[src/design/toggle_poll_defs.vh]
// constants for the host-side toggle status poller
// Notes on behaviour
// - host reads whole byte twice and compares toggle bit; unchanged means done.
// - toggling with bit 5 high: recheck; still toggling means failure, send reset.
// - host that pauses polling restarts from the first double read.
// - after a bit 5 failure the host writes the reset command.
// - host may skip bit 3 if sector commands come under 50 us apart.
// - host confirms acceptance, then reads bit 3 around each sector erase.
// - host gives a valid address when reading bit 7 or bit 2 status.
`ifndef TOGGLE_POLL_DEFS_VH
`define TOGGLE_POLL_DEFS_VH

`define CLK_PERIOD_NS 100
`define STROBE_NS     400
`define RECOVER_NS    100

`define BIT_OP_TOGGLE  3'h6
`define BIT_TIMEOUT    3'h5
`define BIT_ERASE_TMR  3'h3
`define BIT_SECT_TOG   3'h2

`define RESET_CMD      8'hF0
`define RESET_ADDR     21'h000000
`define MAX_POLLS      16'hFFFF

`endif

[src/design/bus_cycle.v]
// one read or write cycle on the flash pins
`timescale 1ns/1ns
`default_nettype none
`include "toggle_poll_defs.vh"
module bus_cycle #(
  parameter AW = 21
) (
  input  wire          ref_clk,
  input  wire          rst,
  input  wire          go,
  input  wire          wr,
  input  wire [AW-1:0] addr,
  input  wire [7:0]    wdata,
  input  wire [7:0]    dq_in,
  output reg  [AW-1:0] addr_reg,
  output reg           ce_n_reg,
  output reg           oe_n_reg,
  output reg           we_n_reg,
  output reg  [7:0]    dq_out_reg,
  output reg           dq_oe_n_reg,
  output reg  [7:0]    rdata_reg,
  output reg           done_reg
);
  localparam integer STROBE_INT  = (`STROBE_NS + `CLK_PERIOD_NS - 1) / `CLK_PERIOD_NS;
  localparam integer RECOVER_INT = (`RECOVER_NS + `CLK_PERIOD_NS - 1) / `CLK_PERIOD_NS;
  localparam [7:0]   STROBE_CYC  = STROBE_INT[7:0];
  localparam [7:0]   RECOVER_CYC = RECOVER_INT[7:0];
  localparam [1:0] P_IDLE = 2'h0;
  localparam [1:0] P_STRB = 2'h1;
  localparam [1:0] P_RECV = 2'h2;

  reg [1:0] ph_reg;
  reg [7:0] cnt_reg;
  reg       wr_reg;
  reg [7:0] s1_reg;
  reg [7:0] s2_reg;
  reg [7:0] s3_reg;

  ////////////////////////////////////////////////////////////////////////
  // data pins are asynchronous to ref_clk
  always @(posedge ref_clk) begin
    s1_reg <= dq_in;
    s2_reg <= s1_reg;
    s3_reg <= s2_reg;
  end

  ////////////////////////////////////////////////////////////////////////
  always @(posedge ref_clk) begin
    if (rst) begin
      ph_reg      <= P_IDLE;
      cnt_reg     <= 8'h00;
      wr_reg      <= 1'b0;
      addr_reg    <= {AW{1'b0}};
      ce_n_reg    <= 1'b1;
      oe_n_reg    <= 1'b1;
      we_n_reg    <= 1'b1;
      dq_out_reg  <= 8'h00;
      dq_oe_n_reg <= 1'b1;
      rdata_reg   <= 8'h00;
      done_reg    <= 1'b0;
    end else begin
      done_reg <= 1'b0;
      case (ph_reg)
        P_IDLE: begin
          if (go) begin
            ph_reg      <= P_STRB;
            cnt_reg     <= STROBE_CYC;
            wr_reg      <= wr;
            addr_reg    <= addr;
            ce_n_reg    <= 1'b0;
            oe_n_reg    <= wr;
            we_n_reg    <= ~wr;
            dq_out_reg  <= wdata;
            dq_oe_n_reg <= ~wr;
          end
        end
        P_STRB: begin
          if (cnt_reg > 8'h01) begin
            cnt_reg <= cnt_reg - 8'h01;
          // capture only once the last two stages agree, or at once on a write
          end else if (wr_reg || (s2_reg == s3_reg)) begin
            rdata_reg <= s3_reg;
            oe_n_reg  <= 1'b1;
            we_n_reg  <= 1'b1;
            ph_reg    <= P_RECV;
            cnt_reg   <= RECOVER_CYC;
          end
        end
        P_RECV: begin
          // data held past we_n rise so the device latches it cleanly
          ce_n_reg    <= 1'b1;
          dq_oe_n_reg <= 1'b1;
          if (cnt_reg > 8'h01) begin
            cnt_reg <= cnt_reg - 8'h01;
          end else begin
            ph_reg   <= P_IDLE;
            done_reg <= 1'b1;
          end
        end
        default: begin
          ph_reg <= P_IDLE;
        end
      endcase
    end
  end
endmodule // bus_cycle
`default_nettype wire

[src/design/toggle_poll.v]
// host controller running the toggle-bit status algorithm on a parallel flash
`timescale 1ns/1ns
`default_nettype none
`include "toggle_poll_defs.vh"
module toggle_poll #(
  parameter        AW        = 21,
  parameter [15:0] MAX_POLLS = `MAX_POLLS
) (
  input  wire          ref_clk,
  input  wire          rst,
  input  wire          poll_start,
  input  wire          poll_abort,
  input  wire          dq3_start,
  input  wire [AW-1:0] poll_addr,
  output reg           poll_busy_reg,
  output reg           poll_done_reg,
  output reg           poll_pass_reg,
  output reg           poll_fail_reg,
  output reg           poll_timeout_reg,
  output reg           sector_toggle_reg,
  output reg           erase_window_open_reg,
  output reg           dq3_valid_reg,
  output reg  [7:0]    status_byte_reg,
  output reg           device_busy_reg,
  output wire [AW-1:0] flash_addr,
  output wire          flash_ce_n,
  output wire          flash_oe_n,
  output wire          flash_we_n,
  output wire [7:0]    flash_dq_out,
  output wire          flash_dq_oe_n,
  input  wire [7:0]    flash_dq_in,
  input  wire          ready_busy_out_n
);
  localparam [3:0] S_IDLE  = 4'h0;
  localparam [3:0] S_RD1   = 4'h1;
  localparam [3:0] S_RD2   = 4'h2;
  localparam [3:0] S_EVAL  = 4'h3;
  localparam [3:0] S_RCHK  = 4'h4;
  localparam [3:0] S_RCHK2 = 4'h5;
  localparam [3:0] S_RESET = 4'h6;
  localparam [3:0] S_DQ3   = 4'h7;
  localparam [3:0] S_FIN   = 4'h8;

  reg [3:0]    state_reg;
  reg          issued_reg;
  reg          go_reg;
  reg          wr_reg;
  reg [AW-1:0] addr_reg;
  reg [7:0]    first_reg;
  reg [7:0]    second_reg;
  reg [15:0]   polls_reg;
  reg          abort_reg;
  reg          pass_next;
  reg          fail_next;
  reg          rb1_reg;
  reg          rb2_reg;
  reg          rb3_reg;

  wire         eng_done;
  wire [7:0]   eng_rdata;

  function toggled;
    input [7:0] a;
    input [7:0] b;
    input [2:0] pos;
    begin
      toggled = a[pos] ^ b[pos];
    end
  endfunction

  ////////////////////////////////////////////////////////////////////////
  bus_cycle #(
    .AW (AW)
  ) u_cycle (
    .ref_clk     (ref_clk),
    .rst         (rst),
    .go          (go_reg),
    .wr          (wr_reg),
    .addr        (addr_reg),
    .wdata       (`RESET_CMD),
    .dq_in       (flash_dq_in),
    .addr_reg    (flash_addr),
    .ce_n_reg    (flash_ce_n),
    .oe_n_reg    (flash_oe_n),
    .we_n_reg    (flash_we_n),
    .dq_out_reg  (flash_dq_out),
    .dq_oe_n_reg (flash_dq_oe_n),
    .rdata_reg   (eng_rdata),
    .done_reg    (eng_done)
  );

  ////////////////////////////////////////////////////////////////////////
  // busy pin sync
  always @(posedge ref_clk) begin
    rb1_reg <= ready_busy_out_n;
    rb2_reg <= rb1_reg;
    rb3_reg <= rb2_reg;
    if (rst) begin
      device_busy_reg <= 1'b0;
    end else if (rb2_reg == rb3_reg) begin
      device_busy_reg <= ~rb3_reg;
    end
  end

  ////////////////////////////////////////////////////////////////////////
  always @* begin
    pass_next = 1'b0;
    fail_next = 1'b0;
    if (!toggled(first_reg, second_reg, `BIT_OP_TOGGLE)) begin
      pass_next = 1'b1;
    // timeout flag with toggle still running
    end else if (second_reg[`BIT_TIMEOUT]) begin
      fail_next = 1'b1;
    end
  end

  ////////////////////////////////////////////////////////////////////////
  always @(posedge ref_clk) begin
    if (rst) begin
      state_reg             <= S_IDLE;
      issued_reg            <= 1'b0;
      go_reg                <= 1'b0;
      wr_reg                <= 1'b0;
      addr_reg              <= {AW{1'b0}};
      first_reg             <= 8'h00;
      second_reg            <= 8'h00;
      polls_reg             <= 16'h0000;
      abort_reg             <= 1'b0;
      poll_busy_reg         <= 1'b0;
      poll_done_reg         <= 1'b0;
      poll_pass_reg         <= 1'b0;
      poll_fail_reg         <= 1'b0;
      poll_timeout_reg      <= 1'b0;
      sector_toggle_reg     <= 1'b0;
      erase_window_open_reg <= 1'b0;
      dq3_valid_reg         <= 1'b0;
      status_byte_reg       <= 8'h00;
    end else begin
      go_reg        <= 1'b0;
      poll_done_reg <= 1'b0;
      if (poll_abort && state_reg != S_IDLE && state_reg != S_RESET) begin
        abort_reg <= 1'b1;
      end
      case (state_reg)
        S_IDLE: begin
          abort_reg <= 1'b0;
          // every poll start begins with a fresh double read
          // caller supplies an address in a selected sector
          if (poll_start) begin
            state_reg        <= S_RD1;
            addr_reg         <= poll_addr;
            wr_reg           <= 1'b0;
            polls_reg        <= 16'h0000;
            poll_busy_reg    <= 1'b1;
            poll_pass_reg    <= 1'b0;
            poll_fail_reg    <= 1'b0;
            poll_timeout_reg <= 1'b0;
          // timer bit read only on request
          // single status read of the erase timer bit
          end else if (dq3_start) begin
            state_reg     <= S_DQ3;
            addr_reg      <= poll_addr;
            wr_reg        <= 1'b0;
            poll_busy_reg <= 1'b1;
            dq3_valid_reg <= 1'b0;
          end
        end
        S_RD1, S_RD2, S_RCHK, S_RCHK2, S_DQ3, S_RESET: begin
          if (!issued_reg && abort_reg && state_reg != S_RESET) begin
            state_reg <= S_FIN;
          end else if (!issued_reg) begin
            go_reg     <= 1'b1;
            issued_reg <= 1'b1;
          end else if (eng_done) begin
            issued_reg      <= 1'b0;
            status_byte_reg <= eng_rdata;
            case (state_reg)
              S_RD1: begin
                first_reg <= eng_rdata;
                state_reg <= S_RD2;
              end
              S_RD2: begin
                second_reg <= eng_rdata;
                polls_reg  <= polls_reg + 16'h0001;
                state_reg  <= S_EVAL;
              end
              S_RCHK: begin
                first_reg <= eng_rdata;
                state_reg <= S_RCHK2;
              end
              S_RCHK2: begin
                if (toggled(first_reg, eng_rdata, `BIT_OP_TOGGLE)) begin
                  poll_fail_reg <= 1'b1;
                  wr_reg        <= 1'b1;
                  addr_reg      <= `RESET_ADDR;
                  state_reg     <= S_RESET;
                end else begin
                  poll_pass_reg <= 1'b1;
                  state_reg     <= S_FIN;
                end
              end
              S_DQ3: begin
                // 0 while more sector erases are accepted
                erase_window_open_reg <= ~eng_rdata[`BIT_ERASE_TMR];
                dq3_valid_reg         <= 1'b1;
                state_reg             <= S_FIN;
              end
              default: begin
                wr_reg    <= 1'b0;
                state_reg <= S_FIN;
              end
            endcase
          end
        end
        S_EVAL: begin
          // bit 2 shows whether this sector is selected for erase
          sector_toggle_reg <= toggled(first_reg, second_reg, `BIT_SECT_TOG);
          if (pass_next) begin
            poll_pass_reg <= 1'b1;
            state_reg     <= S_FIN;
          end else if (fail_next) begin
            state_reg <= S_RCHK;
          end else if (abort_reg) begin
            state_reg <= S_FIN;
          end else if (polls_reg >= MAX_POLLS) begin
            // limit hit: caller must restart from the top
            poll_timeout_reg <= 1'b1;
            state_reg        <= S_FIN;
          end else begin
            first_reg <= second_reg;
            state_reg <= S_RD2;
          end
        end
        S_FIN: begin
          poll_busy_reg <= 1'b0;
          poll_done_reg <= 1'b1;
          abort_reg     <= 1'b0;
          state_reg     <= S_IDLE;
        end
        default: begin
          state_reg <= S_IDLE;
        end
      endcase
    end
  end
endmodule // toggle_poll
`default_nettype wire

[config.mk]
export PLATFORM = sky130hd
export DESIGN_NAME = toggle_poll
export DESIGN_NICKNAME = d
export VERILOG_FILES = /design/src/design/bus_cycle.v /design/src/design/toggle_poll.v
export VERILOG_INCLUDE_DIRS = /design/src /design/src/design
export SDC_FILE = /design/constraint.sdc
export NUM_CORES = 1
export LEC_CHECK = 0
export ABC_AREA = 1
export BUFFER_PORTS_ARGS = -buffer_cell sky130_fd_sc_hd__buf_2
export CORE_MARGIN = 2
export CORE_UTILIZATION = 51
export CTS_BUF_LIST = sky130_fd_sc_hd__clkbuf_16
export CTS_CLUSTER_DIAMETER = 50
export DETAILED_ROUTE_END_ITERATION = 8
export GPL_TIMING_DRIVEN = 0
export PLACE_DENSITY = 0.78
export REMOVE_ABC_BUFFERS = 1
export SLEW_MARGIN = 20
export SYNTH_ARGS = -nofsm -noshare
export SYNTH_HDL_FRONTEND = slang
export SYNTH_SLANG_ARGS = --single-unit
[constraint.sdc]
create_clock -name ref_clk -period 1.7 [get_ports ref_clk]
set_input_delay 0.085 -clock ref_clk [delete_from_list [all_inputs] [get_ports ref_clk]]
set_output_delay 0.085 -clock ref_clk [all_outputs]
set_load 0.01 [all_outputs]
# --- Word level (Yosys, flattened, before mapping) ---
# Cells that the tools add are included.
classes:
  n_lt_le_gt_ge: 2
  n_eq_ne: 42
  bitwise: 10
  add_sub_neg: 2
  reduce_logical: 43
  muxes: 96
ops:
  columns: ["op", "count"]
  rows:
  - ["2-to-1 mux 21 bit", 7]
  - ["2-to-1 mux 16 bit", 5]
  - ["2-to-1 mux 7 bit", 8]
  - ["inequality test 2 bit (second input constant)", 21]
  - ["case mux 21 bit (2 select lines)", 1]
  - ["2-to-1 mux 1 bit", 40]
  - ["2-to-1 mux 4 bit", 10]
  - ["2-to-1 mux 8 bit", 4]
  - ["case mux 16 bit (2 select lines)", 1]
  - ["AND reduction 7 bit", 4]
  - ["case mux 8 bit (3 select lines)", 1]
  - ["case mux 1 bit (2 select lines)", 10]
  - ["adder 16 x 1 -> 16 bit (second input constant)", 1]
  - ["== test 4 x 3 -> 1 bit (second input constant)", 4]
  - ["greater-or-equal comparator 16 bit (second input constant)", 1]
  - ["case mux 4 bit (4 select lines)", 1]
  - ["AND reduction 4 bit", 4]
  - ["case mux 7 bit (2 select lines)", 1]
  - ["case mux 4 bit (3 select lines)", 1]
  - ["AND reduction 6 bit", 2]
  - ["nonzero test 2 bit", 6]
  - ["AND reduction 5 bit", 2]
  - ["inequality test 3 bit (second input constant)", 3]
  - ["AND reduction 9 bit", 1]
  - ["other kinds (32)", 56]
word_totals:
  inputBits: 35
  reg_bits: 149
  wordCells: 231

# --- Depth between registers and ports, before layout ---
# Gate-level depths: netlist (run 1).
logic_depth:
  word_depth: 7
  ltp_mapped: 13
  depth_no_buf: 12

# --- Modules after synthesis ---
# Synthesis (run 1) repeated with hierarchy kept, for this count alone.
unflattened:
  hier_cells: 896
  area_unflattened_um2: 6412.4
modules_own_cells:
  columns: ["module", "cells_per_inst", "area_each_um2", "instances"]
  rows:
  - ["toggle_poll", 533, 3519.6, 1]
  - ["bus_cycle", 363, 2892.8, 1]

# --- Least setup slack after synthesis (run 1) ---
# OpenSTA, ideal clock, no wires.
synth_path:
  path_type: "reg2reg"
  from: "register u_cycle.cnt_reg[0]"
  to: "register u_cycle.cnt_reg[7]"
  t_arrival_ps: 1615
  period_less_slack_ps: 1728
  path_buffers: 0
  path_stages_with_launch: 13
  setup_ps: 113
  setup_slack_ps: -28
  path_cell_list: "dfxtp_1 inv_1 ha_1 nor2_1 nor2_1 nand3_1 nor2_1 nor3_1 nand2_1 inv_2 nand2_1 nand2_1 nor2_1"
synth_between:
  elab_chain_cells: 3
  word_cells_on_any_way: 8
synth_rtl:
  columns: ["item", "line_no", "rtl"]
  rows:
  - ["from (decl)", "bus_cycle.v:33", "reg [7:0] cnt_reg;"]
  - ["from (signal assigned)", "bus_cycle.v:79", "cnt_reg <= cnt_reg - 8'h01;"]
  - ["from (signal assigned)", "bus_cycle.v:94", "cnt_reg <= cnt_reg - 8'h01;"]
  - ["subtractor 8 x 1 -> 8 bit / > comparator 8 x 1 -> 1 bit (equally long branches)", null, null]
  - ["2-to-1 mux 8 bit, or another cell as far along", "bus_cycle.v:93", "if (cnt_reg > 8'h01) begin"]
  - ["case mux 8 bit (3 select lines) / AND reduction 4 bit (equally long branches)", null, null]
# Parallel ways exist; a longest one is shown, timed or not. The select of a mux whose other input is x is not followed.
# A chain may end at the register's enable or synchronous reset.

# --- Final worst setup path (run 1) ---
layout_path:
  from: "register state_reg[2]"
  to: "register addr_reg[11]"
layout_between:
  elab_chain_cells: 4
  word_cells_on_any_way: 19
layout_rtl:
  columns: ["item", "line_no", "rtl"]
  rows:
  - ["from (decl)", "toggle_poll.v:44", "reg [3:0] state_reg;"]
  - ["from (signal assigned)", "toggle_poll.v:120", "state_reg <= S_IDLE;"]
  - ["from (signal assigned)", "toggle_poll.v:150", "state_reg <= S_RD1;"]
  - ["from (signal assigned)", "toggle_poll.v:161", "state_reg <= S_DQ3;"]
  - ["== test 4 x 3 -> 1 bit, or another cell as far along", "toggle_poll.v:144, toggle_poll.v:177", null]
  - ["OR reduction 6 bit / logical AND 1 bit (equally long branches)", "toggle_poll.v:144, toggle_poll.v:169", null]
  - ["inequality test 2 bit (no source line), or another cell as far along", null, null]
  - ["AND reduction 7 bit (no source line)", null, null]
  - ["to (signal assigned)", "toggle_poll.v:151", "addr_reg <= poll_addr;"]
  - ["to (signal assigned)", "toggle_poll.v:162", "addr_reg <= poll_addr;"]
  - ["to (signal assigned)", "toggle_poll.v:195", "addr_reg <= `RESET_ADDR;"]
  - ["to (decl)", "toggle_poll.v:48", "reg [AW-1:0] addr_reg;"]
# Parallel ways exist; a longest one is shown, timed or not.

==> summary by stage, run 1 <==
Status
The run finished, with violations left. The checks that failed: negative setup slack.

Synth
Sorting the synthesized cells by how often they occur yields nand2_1, dfxtp_1, nor2_1, inv_1, o21ai_0. The unique cell type count in the Yosys netlist is 37. Ranked by total cell area, the synthesized netlist is headed by dfxtp_1, nand2_1, nor2_1, o21ai_0, inv_1.

Counting every instance in the synthesized netlist gives a little over 800. Sequential elements use between 40% and 50% of the synthesized area. Counting flops and latches in the post-synthesis netlist gives 140. In this run, synthesis inferred 0 flip-flops with an integrated enable. The share of the synthesized area in compound gates (AO/OA/AOI/OAI) is between 10% and 20%.

Summing the areas of all xor and xnor instances in the mapped netlist gives about 1.8% of the synthesized area. The multiplexer fraction of the synthesized cell area is 0%. Of all cell types, the one taking the most synthesized area is dfxtp_1.

The cell with the most instances after synthesis is nand2_1. Each instance of the synthesized netlist takes up on average 7.18 um^2. The area fraction of the dominant cell type after synthesis is 47.7%. For this run, asynchronously set or reset flops after synthesis account for 0%.

After Yosys synthesis, full adders, half adders and majority gates account for under 10% of the synthesized area. The most frequently used flop master after synthesis is dfxtp_1. Summing the areas of all and, or, nand and nor instances in the mapped netlist gives around 29% of the synthesized area. The cell area that synthesis handed to floorplanning was 5880 um^2.

The largest family of logic cells by synthesized area is simple AND/OR/NAND/NOR gates. The synthesis warning total is 0.

Floorplan
The initial utilization of the core area, before any placement, comes to between 50% and 60%. In this run the count of I/O pins placed on the die edge is 85. The die height is between 100 and 150 um.

The count of standard-cell rows is 39. The floorplan step set the die width to approximately 110 um. The core region is between 10000 and 15000 um^2.

The die area is 12400 um^2.

Setup path
The worst path required time is slightly below 2 ns. STA classifies the critical path endpoint as a register. The critical register-to-register path endpoint is addr_reg[11]$_SDFFE_PP0P_.

The reg2reg setup slack is -0.19 ns. The launching element of the worst setup path is state_reg[2]$_SDFFE_PP0P_. STA classifies the critical path startpoint as a register. The origin of the critical flop-to-flop path is state_reg[2]$_SDFFE_PP0P_. The arrival time of data at the critical path endpoint is approximately 2.2 ns. The maximum fanout count along the critical path is 6.

The critical path in this run is classified as reg2reg. The count of cells along the worst register-to-register path is 12.

Power
Across the VDD grid, the largest voltage drop is about 1500 uV. For this design the ratio of total power to cell area is 2230 nW/um^2. The total leakage power is 0.00364 uW.

Worst hold path
The end point of the most critical hold path is addr_reg[17]$_SDFFE_PP0P_. The worst hold path belongs to the class in2reg. The hold path depth is 5.

The startpoint identified for the worst hold timing path is poll_addr[17].

Timing
For the pin with the worst max-slew slack, the measured transition is roughly 0.5 ns. The number of max-slew violations in the final report is 0. The upper clock frequency limit is 529 MHz. The final critical path takes up 111% of the cycle. The clock period minus final worst setup slack is roughly 1.9 ns. On the final layout, the worst clock skew is approximately 0.011 ns. The worst hold-check slack is slightly above 0.007 ns. The setup slack after layout is -0.192 ns. The post-route setup TNS is -2.14 ns.

The final setup violation count is 32. Measured against its own limit, the worst slew margin works out to 65.7%. Setup repair after global routing could not meet its margin everywhere. The hold violation total from the final report came to 0.

Routing
The antenna violation net count after detailed routing is 0. The detailed-routing iteration count for the pre-antenna-repair pass is 6. The number of DRC violations after detailed routing is 0. The wire length per cell is roughly 16 um. Using the TritonRoute via totals, the vias-per-cell ratio works out to between 5 and 6.

Summed over all layers, the routed wires come to between 15000 and 20000 um. The DRC marker count from the first detailed-route iteration is about 550. The detailed-route via count is 6103.

Clock network
The CTS buffer count is 17. The later pin in the worst-skew pair is clocked with a latency of 0.43 ns. The H-tree was split into 4 levels. The clock passes through at most 2 buffers. The clock net in this run drives a total of 140 sinks. The clock transition time at the flip-flop clock pins of the worst setup and hold paths is around 0.06 ns. The clock tree root driver cell is clkbuf_16.

TritonCTS built the clock tree.

Placement
The number of instances in the placed design is around 1000. Prior to clock tree synthesis, the placed netlist has a worst setup slack of -0.622 ns. The wire-length estimate of the detail-placed layout is 8370 um.

The number of input and output port buffers inserted is 80. The last weighted congestion value of the routability-driven placer is around 0.9.

Cells and area
The net count of the finished layout is about 1000. Relative to the synthesized area, the layout overhead comes to 37.6%. The finished layout holds approximately 1100 standard cells, fillers aside. The fraction of layout cells with a size suffix above 1 is between 20% and 30%. The number of antenna diodes in the final layout is 0.

Run
Max-cap violations in this run came to 0.

Global route
The maximum number of pins on one net before global-route repair is 39. The remaining global-route overflow is 0. The combined global-route utilization of all metal layers is 23.4%.

The via count of the first global-routing pass is ~5200. The number of antenna violations at the first check in global routing came to 0. The first-pass GRT wire length is 23700 um.
cell usage in the layout, fill, tap and decap left out, drive strengths merged, types with 11 or more instances in the layout:
| cell | netlist | routed |
|---|---|---|
| nand2 | 193 | 196 |
| dfxtp | 140 | 140 |
| nor2 | 137 | 137 |
| buf | 16 | 114 |
| inv | 92 | 94 |
| o21ai | 69 | 69 |
| nand3 | 53 | 53 |
| a21oi | 50 | 51 |
| clkbuf | 14 | 20 |
| dlygate4sd3 | 0 | 19 |
| nor3 | 11 | 11 |
kinds of logic (layout without fill, tap and decap cells):
group | after synthesis | count (layout)
buffers and inverters | 125 | 268
flip-flops | 140 | 140
XOR/XNOR | 12 | 12
other | 1 | 4
adder cells (fa/ha/maj) | 7 | 7
AND/OR/NAND/NOR | 407 | 410
AO/OA/AOI/OAI | 127 | 128
final cells by class:
type                       instances  area [um^2]
clock buffer                      17          425
inverter                          95          413
timing repair buffer             136          962
fill                             801         3230
tap                              143          179
timing repair inverter             6         47.5
multi-input combinational        561         3060
sequential                       140         2830
clock inverter                    14          176
metrics by stage:
stage | power, uW | utilization [%] | area [um^2]
2_1_floorplan | 8190 | - | 5730
6_report | 18100 | 71.5 | 8090
3_3_place_gp | 9500 | 55.7 | 6310
5_1_grt | 18900 | 71.5 | 8090
4_1_cts | 14600 | 65.4 | 7400
3_5_place_dp | 9580 | 55.9 | 6330
critical path, stage by stage, from the launching register on:
cell	delay, ns
dfxtp_4	0.40
inv_2	0.07
nor2_2	0.13
inv_2	0.10
nand2_8	0.11
buf_6	0.11
o21ai_4	0.08
buf_6	0.13
a21oi_4	0.19
buf_12	0.17
nand3_2	0.07
nand2_1	0.10
nor2_1	0.08
per-layer routing:
layer	share of wire, %	track usage [%]	routed length [um]
met5	0	0	0
met4	4.4	8.31	776
met3	8.2	5.77	1450
met2	48	38.8	8430
met1	40	29.8	7040
where the power goes:
group / internal, uW / switching, uW
Sequential: 3940 / 451
Clock: 2420 / 1410
Combinational: 3630 / 6200
timing repair:
item / in CTS / in global routing
setup buffers: 12 / 24
gates resized for setup: 52 / 112
endpoints found under the setup margin: 92 / 63
gates cloned: 6 / 5
hold endpoints to repair: 19 / 0
pin swaps: 10 / 34
hold buffers: 19 / 0
how the worst max path moves through the flow:
stage	end	slack (ns)	depth (start not counted)
after floorplan	addr_reg[0]$_SDFFE_PP0P_	-0.07	9
after global placement	polls_reg[2]$_SDFFE_PP0P_	-1.26	6
after detailed placement	addr_reg[1]$_SDFFE_PP0P_	-0.62	10
after CTS	addr_reg[9]$_SDFFE_PP0P_	0.004	12
after global routing	addr_reg[11]$_SDFFE_PP0P_	-0.19	12
final	addr_reg[11]$_SDFFE_PP0P_	-0.19	12
Power figures use the tool's default switching activity.
==> inputs of run 2 (changes only) <==
Settings changed: CORE_UTILIZATION 51 to 53, CTS_BUF_LIST sky130_fd_sc_hd__clkbuf_16 to sky130_fd_sc_hd__clkbuf_8, PLACE_DENSITY 0.78 to 0.81.
==> run 2 against run 1 <==
The run now ends clean. Sequential power about the same. Clock skew increased by 0.0060 ns. Highest routed layer unchanged. Register-to-register slack improved by 0.19 ns. Die area decreased by 3.6%. Combinational power decreased by 13%. Critical path depth decreased by 1. Cell count decreased by 0.63%. Critical endpoint is now addr_reg[5]$_SDFFE_PP0P_. Routed wire length decreased by 12%.
==> summary by stage, run 2 (synthesis results as in run 1) <==
Setup path
The origin of the critical flop-to-flop path is state_reg[1]$_SDFFE_PP0P_. The arrival time of data at the critical path endpoint is 2.07 ns (-0.10 ns). The count of cells along the worst register-to-register path is 11 (-1).

The kind of end point of the critical path is a register. STA classifies the critical path startpoint as a register. By startpoint and endpoint, the worst setup path is classified as reg2reg. The reg2reg setup slack was 0.0008 ns (+0.19 ns). The critical register-to-register path endpoint is addr_reg[5]$_SDFFE_PP0P_. The maximum fanout count along the critical path is 8 (+2).

The worst path required time came to 2.07 ns (+0.09 ns).

Routing
The total wirelength of the detailed-routed design came to 15600 um (-12%). The detailed-route via count is 5780 (-5.3%). The DRC marker count from the first detailed-route iteration is 415 (-24%).

The detailed-routing iteration count for the pre-antenna-repair pass was 7 (+1). Routed signal wires occupy layers up through met4. The antenna violation net count after detailed routing is 0 (unchanged).

The wire length per cell is 14.2 um (-11%). The number of DRC violations after detailed routing is 0 (unchanged). The post-detailed-route via-to-cell ratio was 5.23 (-4.7%). The met1 layer wirelength in the final routing is 6380 um (-9.4%).

The detailed-routed wire length on met3 is 1400 um (-3.5%). The wire length on met2 is 7440 um (-12%).

Clock network
TritonCTS built the clock tree. The clock transition time at the flip-flop clock pins of the worst setup and hold paths is 0.08 ns (+0.02 ns). The root buffer cell chosen for the clock tree is clkbuf_8. The worst-case clock buffer depth is 2 (unchanged).

The CTS buffer count is 17 (unchanged). The maximum level of the CTS H-tree is 4 (unchanged). The TritonCTS sink count came to 140 (unchanged).

The latest clock arrival within the worst-skew pair is 0.44 ns (about the same).

Global route
The remaining global-route overflow is 0 (unchanged). The number of antenna violations at the first check in global routing is 0 (unchanged). The first-pass GRT wire length was 23500 um (-0.81%). The combined global-route utilization of all metal layers was 25.0% (+1.6 points). The maximum number of pins on one net before global-route repair came to 50 (+28%). The via count of the first global-routing pass is 5153 (-1.6%).

Power
The fraction of power spent switching nets is 45.2% (+0.49 points). The internal power consumption is 8470 uW (-15%). The sequential fraction of design power came to 28.3% (+4.0 points).

The clock group share of total power is 16.3% (-4.9 points). The total leakage power is 0.00351 uW (-3.4%). The maximum ir drop on the vdd rail came to 1290 uV (-13%). The areal power density over the cells is 2000 nW/um^2 (-10%). The net switching component of the power is 6980 uW (-14%). The combinational group share of total power is 55.4% (+0.9 points).

Timing
The setup slack after layout came to 0.000830 ns (+0.192 ns). The worst-case headroom to the max-slew limit is 46.8% (-19 points). The number of max-slew violations in the final report was 0 (unchanged).

The clock period minus final worst setup slack is 1.70 ns (-0.192 ns). The worst clock skew is 0.0174 ns (+0.00597 ns). The share of the clock period used by the worst path after layout is 100% (-11 points). The hold violation total from the final report came to 0 (unchanged). The upper clock frequency limit is 589 MHz (+11%). The final setup violation count came to 0 (-100%).

Setup repair after global routing could not meet its margin everywhere. The transition at the pin with the smallest max-transition slack is 0.798 ns (+0.283 ns).

Cells and area
The final design instance area without fill was 7720 um^2 (-4.6%). From synthesis to final layout, the design area changed by 31.3%. The antenna diode count is 0 (unchanged). The final instance count without filler cells is 1105 (-0.63%).

The total of fill cells in the finished design is 810 (+1.1%). Leaving out fill and tap cells, the most frequent cell in the layout is nand2_1. The fraction of layout cells with a size suffix above 1 is 22.9% (-4.2 points).

The area used by multi-input combinational logic is 2940 um^2 (-4.0%). The end-of-flow core utilization came to 71.2% (-0.24 points). In the layout the commonest cells are nand2_1, dfxtp_1, nor2_1. The net count of the finished layout came to 994 (-0.50%). The storage element area is 2830 um^2 (about the same).

Worst hold path
The hold path depth is 5 (unchanged). The startpoint of the most critical hold path is poll_addr[8]. The min-delay analysis places its worst path in the category in2reg. For hold timing, the worst endpoint is addr_reg[8]$_SDFFE_PP0P_.

Placement
The HPWL reported at the end of detailed placement is 8480 um (+1.4%). The number of input and output port buffers inserted is 80 (unchanged). The worst setup slack before clock tree synthesis is -0.675 ns (-0.0533 ns). The last weighted congestion value of the routability-driven placer is 0.909 (+1.1%).

The standard cell area after detailed placement was 6330 um^2 (about the same). The number of instances in the placed design is 1013 (-0.30%).

Floorplan
The die height is 109 um (-1.8%). The width of the die is 109 um (-1.8%). The number of ports placed on the die boundary is 85 (unchanged). The die area is 12000 um^2 (-3.6%). The count of standard-cell rows came to 38 (-2.6%). The placeable core region is 10800 um^2 (-4.2%). The initial cell density of the core is 54.2% (+2.3 points).

Run
The max capacitance violation total is 0 (unchanged).

Status
The flow ran to the end, and the final reports show no timing, DRC or antenna violations.
run 2: how the worst max path moves through the flow:
stage,slack [ns],start,cells past startpoint,end
floorplan,-0.07,state_reg[3]$_SDFFE_PP0P_,9,addr_reg[0]$_SDFFE_PP0P_
global placement,-1.22,rst,6,polls_reg[2]$_SDFFE_PP0P_
detailed placement,-0.67,state_reg[1]$_SDFFE_PP0P_,10,addr_reg[8]$_SDFFE_PP0P_
CTS,0.005,u_cycle.cnt_reg[1]$_SDFFE_PP0P_,12,u_cycle.cnt_reg[7]$_SDFFE_PP0P_
global route,-0.08,state_reg[1]$_SDFFE_PP0P_,11,addr_reg[5]$_SDFFE_PP0P_
finish,0.0008,state_reg[1]$_SDFFE_PP0P_,11,addr_reg[5]$_SDFFE_PP0P_
run 2: stage by stage:
stage / hold slack (ns) / setup TNS, ns / power, uW
after floorplan: 0.113 / -1.54 / 8190
after global placement: 0.188 / -60.88 / 9500
after detailed placement: 0.189 / -35.05 / 9600
after CTS: 0.00851 / 0 / 13700
after global routing: 0.0543 / -0.984 / 16400
final: 0.0446 / 0 / 15500
run 2: power groups by stage:
stage	registers, uW	logic (uW)	clock network, uW
2_1_floorplan	4390	3800	0
5_1_grt	4430	9270	2700
4_1_cts	4260	6840	2550
6_report	4370	8560	2520
3_5_place_dp	4300	5290	0
3_3_place_gp	4300	5200	0
run 2: layout make-up:
type                    count  share of cell area [%]
inverters                  95                    5.28
flip-flops and latches    140                    36.6
multi-input cells         560                    38.1
clock buffers              20                    3.56
repair buffers            132                    12.4
well taps                 140                    2.27
clock inverters            12                    1.26
repair inverters            6                   0.567
run 2: critical path, stage by stage (launching register included):
cell	delay [ns]
dfxtp_4	0.43
nand2_4	0.09
nand3_4	0.11
nand2_8	0.10
nand2_4	0.09
o21ai_4	0.09
a21oi_4	0.19
buf_6	0.19
nand2_8	0.09
nand2_1	0.07
nand2_1	0.07
nor2_1	0.10
run 2: repair_timing:
item	4_1_cts	5_1_grt
gates resized for setup	45	82
endpoints found under the hold margin	30	0
cloned	7	3
endpoints found under the setup margin	92	77
hold buffers	30	0
pin swaps	7	21
buffers inserted	10	10
run 2: layer usage:
| metal | track usage (%) | up-vias |
|---|---|---|
| met5 | 0 | - |
| met4 | 9.95 | 0 |
| met3 | 8.24 | 47 |
| met2 | 39.2 | 263 |
| met1 | 32.0 | 2612 |
| li1 | - | 2858 |
